### src/verilog/pmp_pkg.sv
/*
  Constants, register map and types for the PHY management poller.
  Assumes a single 200 MHz clock and a synchronous active-high reset.
*/
// Contract
// RL1 - Management clock from divided peripheral clock
// RL2 - Enable and divisor share one control register
// RL3 - Control bit omits frame preamble
// RL4 - Enabled engine polls all 32 addresses
// RL5 - Readable presence map updated while polling
// RL6 - Readable link map per PHY
// RL7 - Selected PHY link changes set flag
// RL8 - Link change flag sticky until cleared
// RL9 - Write one clears link change flag
// RL10 - Access and link interrupt enables
// RL11 - Maps valid after one full pass
// RL12 - Software isolates all other present PHYs
// RL13 - Software resets PHY, gives up after 5000
// RL14 - Link good needs PHY and map
// RL15 - Supervise from half-second timer
// RL16 - Access command with go until done
// RL17 - Access reports PHY acknowledge
// RL18 - Map bit n is PHY address n
// RL19 - Disabled engine stays idle
package pmp_pkg;
  localparam int ADDR_W = 4;
  localparam logic [ADDR_W-1:0] REG_CONTROL     = 4'h0;
  localparam logic [ADDR_W-1:0] REG_ALIVE       = 4'h1;
  localparam logic [ADDR_W-1:0] REG_LINK        = 4'h2;
  localparam logic [ADDR_W-1:0] REG_LINK_CHANGE = 4'h3;
  localparam logic [ADDR_W-1:0] REG_ACC_STATUS  = 4'h4;
  localparam logic [ADDR_W-1:0] REG_ACC_MASK    = 4'h5;
  localparam logic [ADDR_W-1:0] REG_ACC_MASKCLR = 4'h6;
  localparam logic [ADDR_W-1:0] REG_ACCESS      = 4'h7;
  localparam logic [ADDR_W-1:0] REG_PHY_SELECT  = 4'h8;
  // Control register fields
  localparam int CTL_DIV_LSB   = 0;
  localparam int DIV_W         = 16;
  localparam int CTL_NOPRE_BIT = 20;
  localparam int CTL_EN_BIT    = 30;
  localparam logic [DIV_W-1:0] DIV_RESET = 16'h00FF;
  // Access command fields
  localparam int ACC_DATA_LSB  = 0;
  localparam int ACC_PHY_LSB   = 16;
  localparam int ACC_REG_LSB   = 21;
  localparam int ACC_ACK_BIT   = 29;
  localparam int ACC_WR_BIT    = 30;
  localparam int ACC_GO_BIT    = 31;
  // Select register fields
  localparam int SEL_LINKIE_BIT = 6;
  localparam int NUM_PHY        = 32;
  localparam int PHY_W          = 5;
  localparam logic [PHY_W-1:0] PHY_LAST = 5'h1F;
  // PHY basic status register and its link bit
  localparam logic [4:0] PHY_STATUS_REG = 5'h01;
  localparam int PHY_LINK_BIT = 2;
  // Frame shape
  localparam int PRE_BITS   = 32;
  localparam int FRAME_BITS = 32;
  localparam int CNT_W      = 6;
  localparam logic [1:0] ST_CODE = 2'b01;
  localparam logic [1:0] OP_RD   = 2'b10;
  localparam logic [1:0] OP_WR   = 2'b01;
  localparam int TA_BIT_POS = 17;
  // Timing: peripheral clock is CPU clock over four, cycle of ours is 5 ns
  localparam int CLK_NS        = 5;
  localparam int PCLK_PRESCALE = 4;
  localparam int READ_MAX_US   = 50;

  typedef enum logic [1:0] {
    PMP_IDLE  = 2'b00,
    PMP_PRE   = 2'b01,
    PMP_FRAME = 2'b10
  } pmp_state_t;
endpackage

### src/verilog/pmp_frame_if.sv
/*
  Link between the poller core and the serial frame engine.
  Assumes both ends share the single system clock.
*/
`timescale 1ns/1ps
interface pmp_frame_if;
  import pmp_pkg::*;
  logic             start;
  logic             write;
  logic             skipPre;
  logic [PHY_W-1:0] phyAddr;
  logic [4:0]       regAddr;
  logic [15:0]      wrData;
  logic             busy;
  logic             done;
  logic             ack;
  logic [15:0]      rdData;
  modport core   (output start, write, skipPre, phyAddr, regAddr, wrData,
                  input busy, done, ack, rdData);
  modport engine (input start, write, skipPre, phyAddr, regAddr, wrData,
                  output busy, done, ack, rdData);
endinterface

### src/verilog/pmp_frame_engine.sv
/*
  Serial management frame engine: preamble, start, op, addresses,
  turnaround and 16 data bits. Assumes a one-cycle bit enable.
*/
`timescale 1ns/1ps
module pmp_frame_engine
  import pmp_pkg::*;
(
  input  wire logic     clock,
  input  wire logic     rst,
  input  wire logic     bitTick,
  input  wire logic     halfTick,
  input  wire logic     mdIn,
  pmp_frame_if.engine   fr,
  output      logic     mdc,
  output      logic     mdOut,
  output      logic     mdOe
);
  pmp_state_t       state_q, state_d;
  logic [CNT_W-1:0] cnt_q, cnt_d;
  logic [31:0]      sh_q, sh_d;
  logic [15:0]      rd_q, rd_d;
  logic             wr_q, wr_d, ack_q, ack_d, mdc_q, mdc_d, oe_q, oe_d;
  logic             done_q, done_d;

  always_comb begin
    state_d = state_q;
    cnt_d   = cnt_q;
    sh_d    = sh_q;
    rd_d    = rd_q;
    wr_d    = wr_q;
    ack_d   = ack_q;
    mdc_d   = mdc_q;
    oe_d    = oe_q;
    done_d  = 1'b0;
    case (state_q)
      PMP_IDLE: begin
        mdc_d = 1'b0;
        oe_d  = 1'b0;
        if (fr.start) begin
          wr_d  = fr.write;
          sh_d  = {ST_CODE, fr.write ? OP_WR : OP_RD, fr.phyAddr, fr.regAddr,
                   2'b10, fr.write ? fr.wrData : 16'h0000};
          cnt_d = '0;
          oe_d  = 1'b1;
          // Preamble skipped whenever the control bit sets skipPre (see RL3)
          state_d = fr.skipPre ? PMP_FRAME : PMP_PRE;
        end
      end
      PMP_PRE: begin
        if (halfTick) mdc_d = 1'b1;
        // A tick before the first rise is skipped, so no bit goes unclocked
        if (bitTick && mdc_q) begin
          mdc_d = 1'b0;
          cnt_d = cnt_q + 1'b1;
          if (cnt_q == CNT_W'(PRE_BITS - 1)) begin
            cnt_d   = '0;
            state_d = PMP_FRAME;
          end
        end
      end
      PMP_FRAME: begin
        if (halfTick) begin
          mdc_d = 1'b1;
          // Acknowledge is PHY pulling line low in second turnaround bit
          if (!wr_q && cnt_q == CNT_W'(TA_BIT_POS - 2)) ack_d = ~mdIn; // see RL17
          if (!wr_q && cnt_q >= CNT_W'(TA_BIT_POS - 1)) rd_d = {rd_q[14:0], mdIn};
        end
        if (bitTick && mdc_q) begin
          mdc_d = 1'b0;
          sh_d  = {sh_q[30:0], 1'b0};
          cnt_d = cnt_q + 1'b1;
          if (!wr_q && cnt_q == CNT_W'(TA_BIT_POS - 4)) oe_d = 1'b0;
          if (cnt_q == CNT_W'(FRAME_BITS - 1)) begin
            oe_d    = 1'b0;
            done_d  = 1'b1;
            state_d = PMP_IDLE;
          end
        end
      end
      default: state_d = PMP_IDLE;
    endcase
    if (state_q == PMP_IDLE && fr.start && fr.write) ack_d = 1'b1;
  end

  always_ff @(posedge clock) begin
    if (rst) begin
      state_q <= PMP_IDLE;
      cnt_q   <= '0;
      sh_q    <= '0;
      rd_q    <= '0;
      wr_q    <= 1'b0;
      ack_q   <= 1'b0;
      mdc_q   <= 1'b0;
      oe_q    <= 1'b0;
      done_q  <= 1'b0;
    end else begin
      state_q <= state_d;
      cnt_q   <= cnt_d;
      sh_q    <= sh_d;
      rd_q    <= rd_d;
      wr_q    <= wr_d;
      ack_q   <= ack_d;
      mdc_q   <= mdc_d;
      oe_q    <= oe_d;
      done_q  <= done_d;
    end
  end

  assign mdc       = mdc_q;
  assign mdOut     = (state_q == PMP_PRE) ? 1'b1 : sh_q[31];
  assign mdOe      = oe_q;
  assign fr.busy   = (state_q != PMP_IDLE);
  assign fr.done   = done_q;
  assign fr.ack    = ack_q;
  assign fr.rdData = rd_q;
endmodule

### src/verilog/pmp_clock_divider.sv
/*
  Management bit-rate divider: peripheral prescale then programmable divisor.
  Assumes divisor changes only while the engine is idle.
*/
`timescale 1ns/1ps
module pmp_clock_divider
  import pmp_pkg::*;
(
  input  wire logic             clock,
  input  wire logic             rst,
  input  wire logic             run,
  input  wire logic [DIV_W-1:0] divisor,
  output      logic             bitTick,
  output      logic             halfTick
);
  localparam int PRE_W = 2;
  logic [PRE_W-1:0] pre_q, pre_d;
  logic [DIV_W:0]   cnt_q, cnt_d;
  logic             pclkEn;
  logic [DIV_W:0]   period;

  // Divisor counts peripheral clocks per bit, zero treated as one (see RL1)
  assign period = (divisor == '0) ? (DIV_W+1)'(1) : {1'b0, divisor};
  assign pclkEn = (pre_q == PRE_W'(PCLK_PRESCALE - 1));

  always_comb begin
    pre_d = run ? pre_q + 1'b1 : '0;
    cnt_d = cnt_q;
    if (!run) cnt_d = '0; // see RL19
    else if (pclkEn) cnt_d = (cnt_q >= period - 1'b1) ? '0 : cnt_q + 1'b1;
  end

  always_ff @(posedge clock) begin
    if (rst) begin
      pre_q <= '0;
      cnt_q <= '0;
    end else begin
      pre_q <= pre_d;
      cnt_q <= cnt_d;
    end
  end

  assign bitTick  = run && pclkEn && (cnt_q >= period - 1'b1);
  // Rise one half period before the bit tick, never on the same clock; a
  // one-clock period rises mid-prescale instead (see RL1)
  assign halfTick = run && ((period == (DIV_W+1)'(1))
                            ? (pre_q == PRE_W'(PCLK_PRESCALE/2 - 1))
                            : (pclkEn && cnt_q == (period >> 1) - 1'b1));
endmodule

### src/verilog/phy_management_poller.sv
/*
  PHY management poller top: register file, polling scheduler, user
  access arbitration, link change flag and interrupt. Assumes a master
  that holds one-cycle strobes and reads data the cycle after a read.
*/
`timescale 1ns/1ps
module phy_management_poller
  import pmp_pkg::*;
#(
  parameter int NPHY = NUM_PHY
)(
  input  wire logic                  clock,
  input  wire logic                  rst,
  input  wire logic [pmp_pkg::ADDR_W-1:0] regAddr,
  input  wire logic [31:0]           regWrData,
  input  wire logic                  regWrite,
  input  wire logic                  regRead,
  output      logic [31:0]           regRdData,
  output      logic                  irq,
  output      logic                  mdc,
  input  wire logic                  mdioIn,
  output      logic                  mdioOut,
  output      logic                  mdioOe
);
  logic             en_q, en_d, nopre_q, nopre_d;
  logic [DIV_W-1:0] div_q, div_d;
  logic [NPHY-1:0]  alive_q, alive_d, link_q, link_d;
  logic             chg_q, chg_d;
  logic [PHY_W-1:0] sel_q, sel_d, poll_q, poll_d;
  logic             linkIe_q, linkIe_d;
  logic             go_q, go_d, uwr_q, uwr_d, uack_q, uack_d;
  logic [4:0]       ureg_q, ureg_d;
  logic [PHY_W-1:0] uphy_q, uphy_d;
  logic [15:0]      udata_q, udata_d;
  logic             accDone_q, accDone_d, accMask_q, accMask_d;
  logic             userOwn_q, userOwn_d, start_q, start_d;
  logic [31:0]      rd_q, rd_d;
  logic [2:0]       in_q;
  logic             mdIn, bitTick, halfTick;

  pmp_frame_if fr();

  // Three stages on the pin, a change counts once last two agree.
  // Agreement is used unregistered: at divisor 2 a bit moved at the fall
  // is sampled four clocks later; smaller divisors read too early
  logic       mdInHeld_q, mdInHeld_d, engRst;
  logic [2:0] in_d;
  always_comb begin
    in_d       = {in_q[1:0], mdioIn};
    mdInHeld_d = (in_q[2] == in_q[1]) ? in_q[1] : mdInHeld_q;
  end
  always_ff @(posedge clock) begin
    if (rst) begin
      in_q       <= 3'b111;
      mdInHeld_q <= 1'b1;
    end else begin
      in_q       <= in_d;
      mdInHeld_q <= mdInHeld_d;
    end
  end
  assign mdIn = mdInHeld_d;
  // Disabling aborts a frame in flight so the bus clock parks low (see RL19)
  assign engRst = rst || !en_q;

  pmp_clock_divider u_div (
    .clock    (clock),
    .rst      (rst),
    .run      (en_q),
    .divisor  (div_q),
    .bitTick  (bitTick),
    .halfTick (halfTick)
  );

  pmp_frame_engine u_frame (
    .clock    (clock),
    .rst      (engRst),
    .bitTick  (bitTick),
    .halfTick (halfTick),
    .mdIn     (mdIn),
    .fr       (fr),
    .mdc      (mdc),
    .mdOut    (mdioOut),
    .mdOe     (mdioOe)
  );

  logic wrCtl, wrChg, wrMask, wrMaskClr, wrAcc, wrSel, wrAccSt;
  logic pollAlive, pollLink;
  assign wrCtl     = regWrite && regAddr == REG_CONTROL;
  assign wrChg     = regWrite && regAddr == REG_LINK_CHANGE;
  assign wrAccSt   = regWrite && regAddr == REG_ACC_STATUS;
  assign wrMask    = regWrite && regAddr == REG_ACC_MASK;
  assign wrMaskClr = regWrite && regAddr == REG_ACC_MASKCLR;
  assign wrAcc     = regWrite && regAddr == REG_ACCESS;
  assign wrSel     = regWrite && regAddr == REG_PHY_SELECT;
  assign pollAlive = fr.ack;
  assign pollLink  = fr.ack && fr.rdData[PHY_LINK_BIT];

  always_comb begin
    en_d      = en_q;
    nopre_d   = nopre_q;
    div_d     = div_q;
    alive_d   = alive_q;
    link_d    = link_q;
    chg_d     = chg_q;
    sel_d     = sel_q;
    linkIe_d  = linkIe_q;
    poll_d    = poll_q;
    go_d      = go_q;
    uwr_d     = uwr_q;
    uack_d    = uack_q;
    ureg_d    = ureg_q;
    uphy_d    = uphy_q;
    udata_d   = udata_q;
    accDone_d = accDone_q;
    accMask_d = accMask_q;
    userOwn_d = userOwn_q;
    start_d   = 1'b0;
    if (wrCtl) begin
      // One write sets enable, preamble option and divisor (see RL2)
      en_d    = regWrData[CTL_EN_BIT];
      nopre_d = regWrData[CTL_NOPRE_BIT];
      div_d   = regWrData[CTL_DIV_LSB +: DIV_W];
    end
    if (wrSel) begin
      sel_d    = regWrData[PHY_W-1:0]; // see RL7
      linkIe_d = regWrData[SEL_LINKIE_BIT]; // see RL10
    end
    if (wrMask && regWrData[0]) accMask_d = 1'b1; // see RL10
    if (wrMaskClr && regWrData[0]) accMask_d = 1'b0;
    if (wrChg && regWrData[0]) chg_d = 1'b0; // see RL9
    if (wrAccSt && regWrData[0]) accDone_d = 1'b0;
    if (wrAcc && !go_q && regWrData[ACC_GO_BIT]) begin
      go_d    = 1'b1; // see RL16
      uwr_d   = regWrData[ACC_WR_BIT];
      ureg_d  = regWrData[ACC_REG_LSB +: 5];
      uphy_d  = regWrData[ACC_PHY_LSB +: PHY_W];
      udata_d = regWrData[ACC_DATA_LSB +: 16];
    end
    // Frame completion: user access or poll result
    if (fr.done) begin
      if (userOwn_q) begin
        go_d      = 1'b0;
        uack_d    = fr.ack; // see RL17
        accDone_d = 1'b1;
        if (!uwr_q) udata_d = fr.rdData;
        userOwn_d = 1'b0;
      end else begin
        // Bit n tracks PHY address n, one bit per frame (see RL11, RL18)
        alive_d[poll_q] = pollAlive; // see RL5
        link_d[poll_q]  = pollLink; // see RL6
        if (poll_q == sel_q && link_q[poll_q] != pollLink) chg_d = 1'b1; // see RL7
        poll_d = (poll_q == PHY_W'(NPHY - 1)) ? '0 : poll_q + 1'b1; // see RL4
      end
    end
    // User access takes the bus ahead of the next poll frame
    if (en_q && !fr.busy && !start_q && !fr.done) begin // see RL19
      start_d   = 1'b1;
      userOwn_d = go_q;
    end
  end

  assign fr.start   = start_q;
  assign fr.skipPre = nopre_q;
  assign fr.write   = userOwn_q && uwr_q;
  assign fr.phyAddr = userOwn_q ? uphy_q : poll_q;
  assign fr.regAddr = userOwn_q ? ureg_q : PHY_STATUS_REG;
  assign fr.wrData  = udata_q;

  always_comb begin
    rd_d = 32'h0000_0000;
    if (regRead) begin
      case (regAddr)
        REG_CONTROL: begin
          rd_d[CTL_EN_BIT]               = en_q;
          rd_d[CTL_NOPRE_BIT]            = nopre_q;
          rd_d[CTL_DIV_LSB +: DIV_W]     = div_q;
        end
        REG_ALIVE:       rd_d = 32'(alive_q);
        REG_LINK:        rd_d = 32'(link_q);
        REG_LINK_CHANGE: rd_d[0] = chg_q;
        REG_ACC_STATUS:  rd_d[0] = accDone_q;
        REG_ACC_MASK:    rd_d[0] = accMask_q;
        REG_ACC_MASKCLR: rd_d[0] = accMask_q;
        REG_ACCESS: begin
          rd_d[ACC_GO_BIT]            = go_q;
          rd_d[ACC_WR_BIT]            = uwr_q;
          rd_d[ACC_ACK_BIT]           = uack_q;
          rd_d[ACC_REG_LSB +: 5]      = ureg_q;
          rd_d[ACC_PHY_LSB +: PHY_W]  = uphy_q;
          rd_d[ACC_DATA_LSB +: 16]    = udata_q;
        end
        REG_PHY_SELECT: begin
          rd_d[PHY_W-1:0]      = sel_q;
          rd_d[SEL_LINKIE_BIT] = linkIe_q;
        end
        default: rd_d = 32'h0000_0000;
      endcase
    end
  end

  always_ff @(posedge clock) begin
    if (rst) begin
      en_q      <= 1'b0;
      nopre_q   <= 1'b0;
      div_q     <= DIV_RESET;
      alive_q   <= '0;
      link_q    <= '0;
      chg_q     <= 1'b0;
      sel_q     <= '0;
      linkIe_q  <= 1'b0;
      poll_q    <= '0;
      go_q      <= 1'b0;
      uwr_q     <= 1'b0;
      uack_q    <= 1'b0;
      ureg_q    <= '0;
      uphy_q    <= '0;
      udata_q   <= '0;
      accDone_q <= 1'b0;
      accMask_q <= 1'b0;
      userOwn_q <= 1'b0;
      start_q   <= 1'b0;
      rd_q      <= '0;
    end else begin
      en_q      <= en_d;
      nopre_q   <= nopre_d;
      div_q     <= div_d;
      alive_q   <= alive_d;
      link_q    <= link_d;
      chg_q     <= chg_d; // see RL8
      sel_q     <= sel_d;
      linkIe_q  <= linkIe_d;
      poll_q    <= poll_d;
      go_q      <= go_d;
      uwr_q     <= uwr_d;
      uack_q    <= uack_d;
      ureg_q    <= ureg_d;
      uphy_q    <= uphy_d;
      udata_q   <= udata_d;
      accDone_q <= accDone_d;
      accMask_q <= accMask_d;
      userOwn_q <= userOwn_d;
      start_q   <= start_d;
      rd_q      <= rd_d;
    end
  end

  assign regRdData = rd_q;
  assign irq       = (chg_q && linkIe_q) || (accDone_q && accMask_q); // see RL10
endmodule

### config.mk
export PLATFORM = sky130hd
export DESIGN_NAME = phy_management_poller
export DESIGN_NICKNAME = d
export VERILOG_FILES = /design/src/verilog/pmp_pkg.sv /design/src/verilog/pmp_frame_if.sv /design/src/verilog/pmp_frame_engine.sv /design/src/verilog/pmp_clock_divider.sv /design/src/verilog/phy_management_poller.sv
export SDC_FILE = /design/constraint.sdc
export NUM_CORES = 1
export LEC_CHECK = 0
export BUFFER_PORTS_ARGS = -buffer_cell sky130_fd_sc_hd__buf_4
export CORE_ASPECT_RATIO = 0.5
export CORE_MARGIN = 2
export CORE_UTILIZATION = 63
export CTS_BUF_LIST = sky130_fd_sc_hd__clkbuf_4
export CTS_CLUSTER_DIAMETER = 150
export DETAILED_ROUTE_END_ITERATION = 7
export GPL_TIMING_DRIVEN = 0
export PLACE_DENSITY_LB_ADDON = 0.12
export SYNTH_ARGS = -nofsm -noshare
export SYNTH_HDL_FRONTEND = slang
export SYNTH_SLANG_ARGS = --single-unit
### constraint.sdc
create_clock -name clock -period 6.32 [get_ports clock]
set_input_delay 1.58 -clock clock [delete_from_list [all_inputs] [get_ports clock]]
set_output_delay 1.58 -clock clock [all_outputs]
set_load 0.01 [all_outputs]
## After elaboration in Yosys (flattened, before gate mapping)

Cells that the tools add are included.
W data, S select, Z words.

| storage, ports and cells | value |
|---|---|
| register bits | 243 |
| word-level logic and storage cells | 217 |

| operators by class | value |
|---|---|
| add/subtract/negate cells | 6 |
| magnitude comparators | 4 |
| eq/ne operators | 28 |
| muxes and demuxes | 73 |
| bitwise logic cells | 6 |
| reductions and logical operators | 67 |

Operators by type and width:

| operator | count |
|---|---|
| $mux W16 | 6 |
| $bwmux W32 | 2 |
| $mux W32 | 2 |
| $pmux W32 S2 | 1 |
| $pmux W9 S4 | 1 |
| $logic_and A1 B1 Y1 | 32 |
| $mux W1 | 29 |
| $mux W6 | 4 |
| $pmux W4 S5 | 1 |
| $pmux W6 S3 | 1 |
| $add A17 B1 Y17 const B | 1 |
| $eq A17 B1 Y1 const B | 1 |
| $eq A17 B17 Y1 | 1 |
| $ge A17 B17 Y1 | 1 |
| $mux W17 | 1 |
| $sub A16 B1 Y17 const B | 1 |
| $sub A17 B1 Y17 const B | 1 |
| $eq A4 B3 Y1 const B | 4 |
| $logic_not A16 Y1 | 1 |
| $mux W5 | 3 |
| $pmux W5 S3 | 1 |
| $mux W2 | 7 |
| $reduce_bool A2 Y1 | 7 |
| $eq A6 B4 Y1 const B | 2 |
| other kinds (41) | 73 |

## Longest topological paths before layout

| depth | value |
|---|---|
| word-level depth | 10 |
| mapped depth | 22 |
| depth with buffers taken out | 18 |

## Cells and area by module

Synthesis repeated with hierarchy kept, for this count alone.

| second synthesis, totals | value |
|---|---|
| cells, all modules | 1425 |
| area total of the unflattened synthesis | 11905.2 µm² |

Modules (own cells, without submodules):

| module | instances | cells an instance | area an instance (µm²) | sequential area each (µm²) |
|---|---|---|---|---|
| phy_management_poller | 1 | 859 | 7096.8 | 3263.1 |
| pmp_frame_engine | 1 | 314 | 2777.7 | 1221.2 |
| pmp_clock_divider | 1 | 252 | 2030.7 | 380.4 |

## Worst setup path before layout

OpenSTA, ideal clock, no wires.

| timing path | value |
|---|---|
| path kind | register to register |
| from | register div_q[11] |
| to | register u_frame.sh_q[10] |
| library setup time | 0.072 ns |
| arrival time | 4.418 ns |
| slack | 1.831 ns |
| cell stages (with the launch flop) | 21 |
| buffers on the path | 4 |
| period minus slack after synthesis | 4.489 ns |
| path through | dfxtp_1 clkbuf_1 nor4_4 nand4_1 nor2b_1 clkbuf_1 ha_1 nand2_1 or3_1 nor3_1 nand3_1 xor2_1 ha_1 a2111oi_0 nand2_1 o21ai_0 a21o_1 a21o_1 clkbuf_1 buf_2 mux2i_1 |

| on the way | value |
|---|---|
| word-level cells in the longest chain between the ends | 8 |

RTL lines:

| element | RTL line | RTL |
|---|---|---|
| start, declared | phy_management_poller.sv:26 | `logic [DIV_W-1:0] div_q, div_d;` |
| start signal, assigned | phy_management_poller.sv:226 | `div_q <= div_d;` |
| $logic_not A16 Y1 | pmp_clock_divider.sv:23 | `assign period = (divisor == '0) ? (DIV_W+1)'(1) : {1'b0, divisor};` |
| $mux W16 (*) | pmp_clock_divider.sv:23 |  |
| $sub A17 B1 Y17 (*) | pmp_clock_divider.sv:43 | `assign bitTick = run && pclkEn && (cnt_q >= period - 1'b1);` |
| $ge A17 B17 Y1 (*) | pmp_clock_divider.sv:43 |  |
| $logic_and A1 B1 Y1 (*) | pmp_clock_divider.sv:43 |  |
| $logic_and A1 B1 Y1 (*) | pmp_frame_engine.sv:69 | `if (bitTick && mdc_q) begin` |
| $ne A2 B1 Y1 (no source line) (*) | n/a |  |
| $reduce_and A3 Y1 (no source line) (*) | n/a |  |
| end signal, assigned | pmp_frame_engine.sv:90 | `sh_q <= '0;` |
| end signal, assigned | pmp_frame_engine.sv:100 | `sh_q <= sh_d;` |
| end, declared | pmp_frame_engine.sv:21 | `logic [31:0] sh_q, sh_d;` |

Mark *: on every way between the ends. The rest lies on a longest branch, timed or not.
A chain may end at the register's enable or synchronous reset.

## Worst setup path after layout

| timing path | value |
|---|---|
| from | register div_q[13] |
| to | register u_frame.sh_q[21] |

Same word-level chain as after synthesis.

==> metrics <==
Final setup viols=0; status=finished, violations left; hold_sp=in_q[0]; die height=102 um; CP Launch Type=register; P_leak=around 4.8 nW; Mapped Area=~0.012 mm^2; dpl hpwl=between 20 and 30 mm; fin. max-slew vios=0; #FFs+latches synth=~240; sequential-to-total area share from yosys stat=40.5%; antenna cells=0; worst skew pair latency=between 0.7 and 0.8 ns; Critical Path Fanout Max=10; EDFF count, synth=0; FMAX=between 150 and 200 MHz; Top FF cell, synth=dfxtp_1; Crit. End Element=register; Worst-path clk slew=0.07 ns; most common cell after layout, fill and taps aside=nand2_1; vias in the first global route=11,000; die area=0.0202 mm^2; Routed wire per std cell=19.7 um; all-layer global routing usage=37.1%; worst-case clock buffer depth=3; Worst Reg2Reg Path Length in Cells=20; worst hold path class=register to register; min cycle time layout=5.79 ns; global-route wire length before repair=57.9 mm; Setup Skew=0.0624 ns; synthesized instance count=1,491; Antenna Nets Post-Route=0; Fin Setup TNS=0 ns; Avg Inst Size Synth=8.05 um^2; Core Area=0.0185 mm^2; RSZ-0062 raised after global routing=no; most frequent cells in the layout=nand2_1, dfxtp_1, a21oi_1; share of cells above drive strength 1=12.0%; Worst Setup SP=div_q[13]; pwr/cell area=212 mW/mm^2; CTS buffer count=54; post-route clock period utilization=approximately nine tenths; largest net degree at the start of global routing=15; router iterations before antenna repair=8; Hold Buf Count CTS=0; Hold Vio Cnt, Final=0; TritonCTS clock tree=built; Starting Density=64.8%; yosys warns=0; ys async rst share=0%; Max Cap Violations=0; I/O pin cnt=77; Root Driver=clkbuf_4; Critical Path RT=6.94 ns; antenna violations before repair=0; H-tree levels=2; vias post-DR=11,800; NumNets Final=roughly 1,700; violated checks=design-rule violations; Sink Count=243; Inst Count DP=about 1,800; DR DRC count=1; routability cong.=0.964; reg2reg start=div_q[13]; initial drt markers=1,472; Total Wirelength=37.7 mm; Post-CTS Setup Inserts=0; total grt overflow=0; synth unique cells=69; number of port buffers=69; crit path kind=register to register; Rows=35; vias per inst=6.16; Worst slew margin=18.2%; post-CTS resize count=0; Critical Path AT=6.41 ns; Synth Net Count=1,566; Peak VDD IR=0.164 mV; WHS Path Cells=1; Die W=199 um; Slew @ Worst Pin=between 1 and 1.5 ns; Syn-to-layout area delta=12.6%; Non-Filler Instances=approximately 1,900
worst paths after layout:
check	slack, ns	endpoint
worst min register to register	0.42	in_q[1]
worst max register to register	0.53	u_frame.sh_q[21]
worst max-delay path	0.53	u_frame.sh_q[21]
worst min-delay path	0.42	in_q[1]
flip-flops by register name, summed over array words and instances, names as in the netlist, 5 cells and up:
signal             count
regRdData             32
u_frame.cnt_q          6
alive_q               32
uphy_q                 5
link_q                32
u_frame.fr.rdData     16
div_q                 16
u_frame.sh_q          32
fr.wrData             16
poll_q                 5
sel_q                  5
u_div.cnt_q           17
ureg_q                 5
critical path: stages, from the launching register on:
cell and delay, ns:
dfxtp_1 0.31, clkbuf_1 0.47, nor4_2 0.16, nand4_1 0.14, nor2b_1 0.13, clkbuf_1 0.38, ha_1 0.28, nand2_1 0.09
or3_1 0.35, nor3_1 0.51, nand3_1 0.19, xor2_1 0.19, ha_1 0.36, a2111oi_0 0.40, nand2_1 0.07, o21ai_0 0.16
a21o_1 0.23, a21o_1 0.13, clkbuf_1 0.46, buf_2 0.40, mux2i_1 0.24
final cells by class:
| class | instances | area, um^2 |
|---|---|---|
| Sequential cell | 243 | 4860 |
| Buffer | 123 | 513 |
| Tap cell | 259 | 324 |
| Inverter | 26 | 97.6 |
| Fill cell | 1507 | 5020 |
| Clock buffer | 76 | 571 |
| Multi-Input combinational cell | 1099 | 6530 |
| Timing Repair Buffer | 69 | 518 |
| Clock inverter | 20 | 87.6 |
where the power goes:
| part | switching [mW] | total, mW | internal (mW) | leakage [nW] |
|---|---|---|---|---|
| registers | 0.00503 | 1.54 | 1.53 | 1.96 |
| logic | 0.0661 | 0.100 | 0.0339 | 2.41 |
| clock network | 0.666 | 1.22 | 0.557 | 0.390 |
| total | 0.737 | 2.86 | 2.13 | 4.76 |
per-stage QoR:
| step | utilization, % | setup WS, ns | hold slack, ns | cell area (um^2) | power (mW) |
|---|---|---|---|---|---|
| after floorplan | - | 1.83 | 0.389 | 12000 | 1.63 |
| after detailed placement | 69.3 | 0.644 | 0.402 | 12800 | 1.67 |
| after global placement | 69.3 | 0.712 | 0.405 | 12800 | 1.67 |
| final | 72.9 | 0.525 | 0.423 | 13500 | 2.86 |
| after global routing | 72.9 | 0.0790 | 0.443 | 13500 | 2.94 |
| after CTS | 72.9 | 0.591 | 0.421 | 13500 | 2.86 |
cell families (layout without fill, tap and decap cells):
group	Yosys count	in the layout	synth area share, %
buffers and inverters	149	314	5.09
AO/OA/AOI/OAI	316	316	17.0
XOR/XNOR	54	54	3.94
multiplexers	61	61	5.92
AND/OR/NAND/NOR	633	633	23.9
flip-flops	243	243	40.5
adder cells (fa/ha/maj)	35	35	3.63
synth_stat cells (9+ instances only):
library cell | instances | area (um^2)
and2_1 | 9 | 56.3
nand2b_1 | 11 | 68.8
nor2_1 | 112 | 420
nand3b_1 | 14 | 105
or2_2 | 9 | 56.3
o211ai_1 | 11 | 82.6
a22oi_1 | 17 | 128
a31oi_1 | 19 | 119
clkbuf_1 | 104 | 390
a311oi_1 | 16 | 140
a222oi_1 | 23 | 230
dfxtp_1 | 243 | 4860
nor3_1 | 22 | 110
nor2b_1 | 9 | 56.3
o21ai_0 | 46 | 230
xor2_1 | 32 | 280
a21oi_1 | 129 | 646
ha_1 | 34 | 425
nand3_1 | 69 | 345
inv_1 | 25 | 93.8
nor4_1 | 9 | 56.3
nand4_1 | 22 | 138
mux2i_1 | 53 | 531
xnor2_1 | 22 | 193
a22o_1 | 16 | 140
nand2_1 | 318 | 1190
layer usage:
layer,up-vias,GRT usage [%],share of wire [%]
li1,5502,-,-
met1,5534,50.1,42
met2,669,57.3,43
met3,94,10.8,12
met4,0,12.5,2.5
met5,-,0,0
Note: power is estimated with default switching activity, not from simulation.
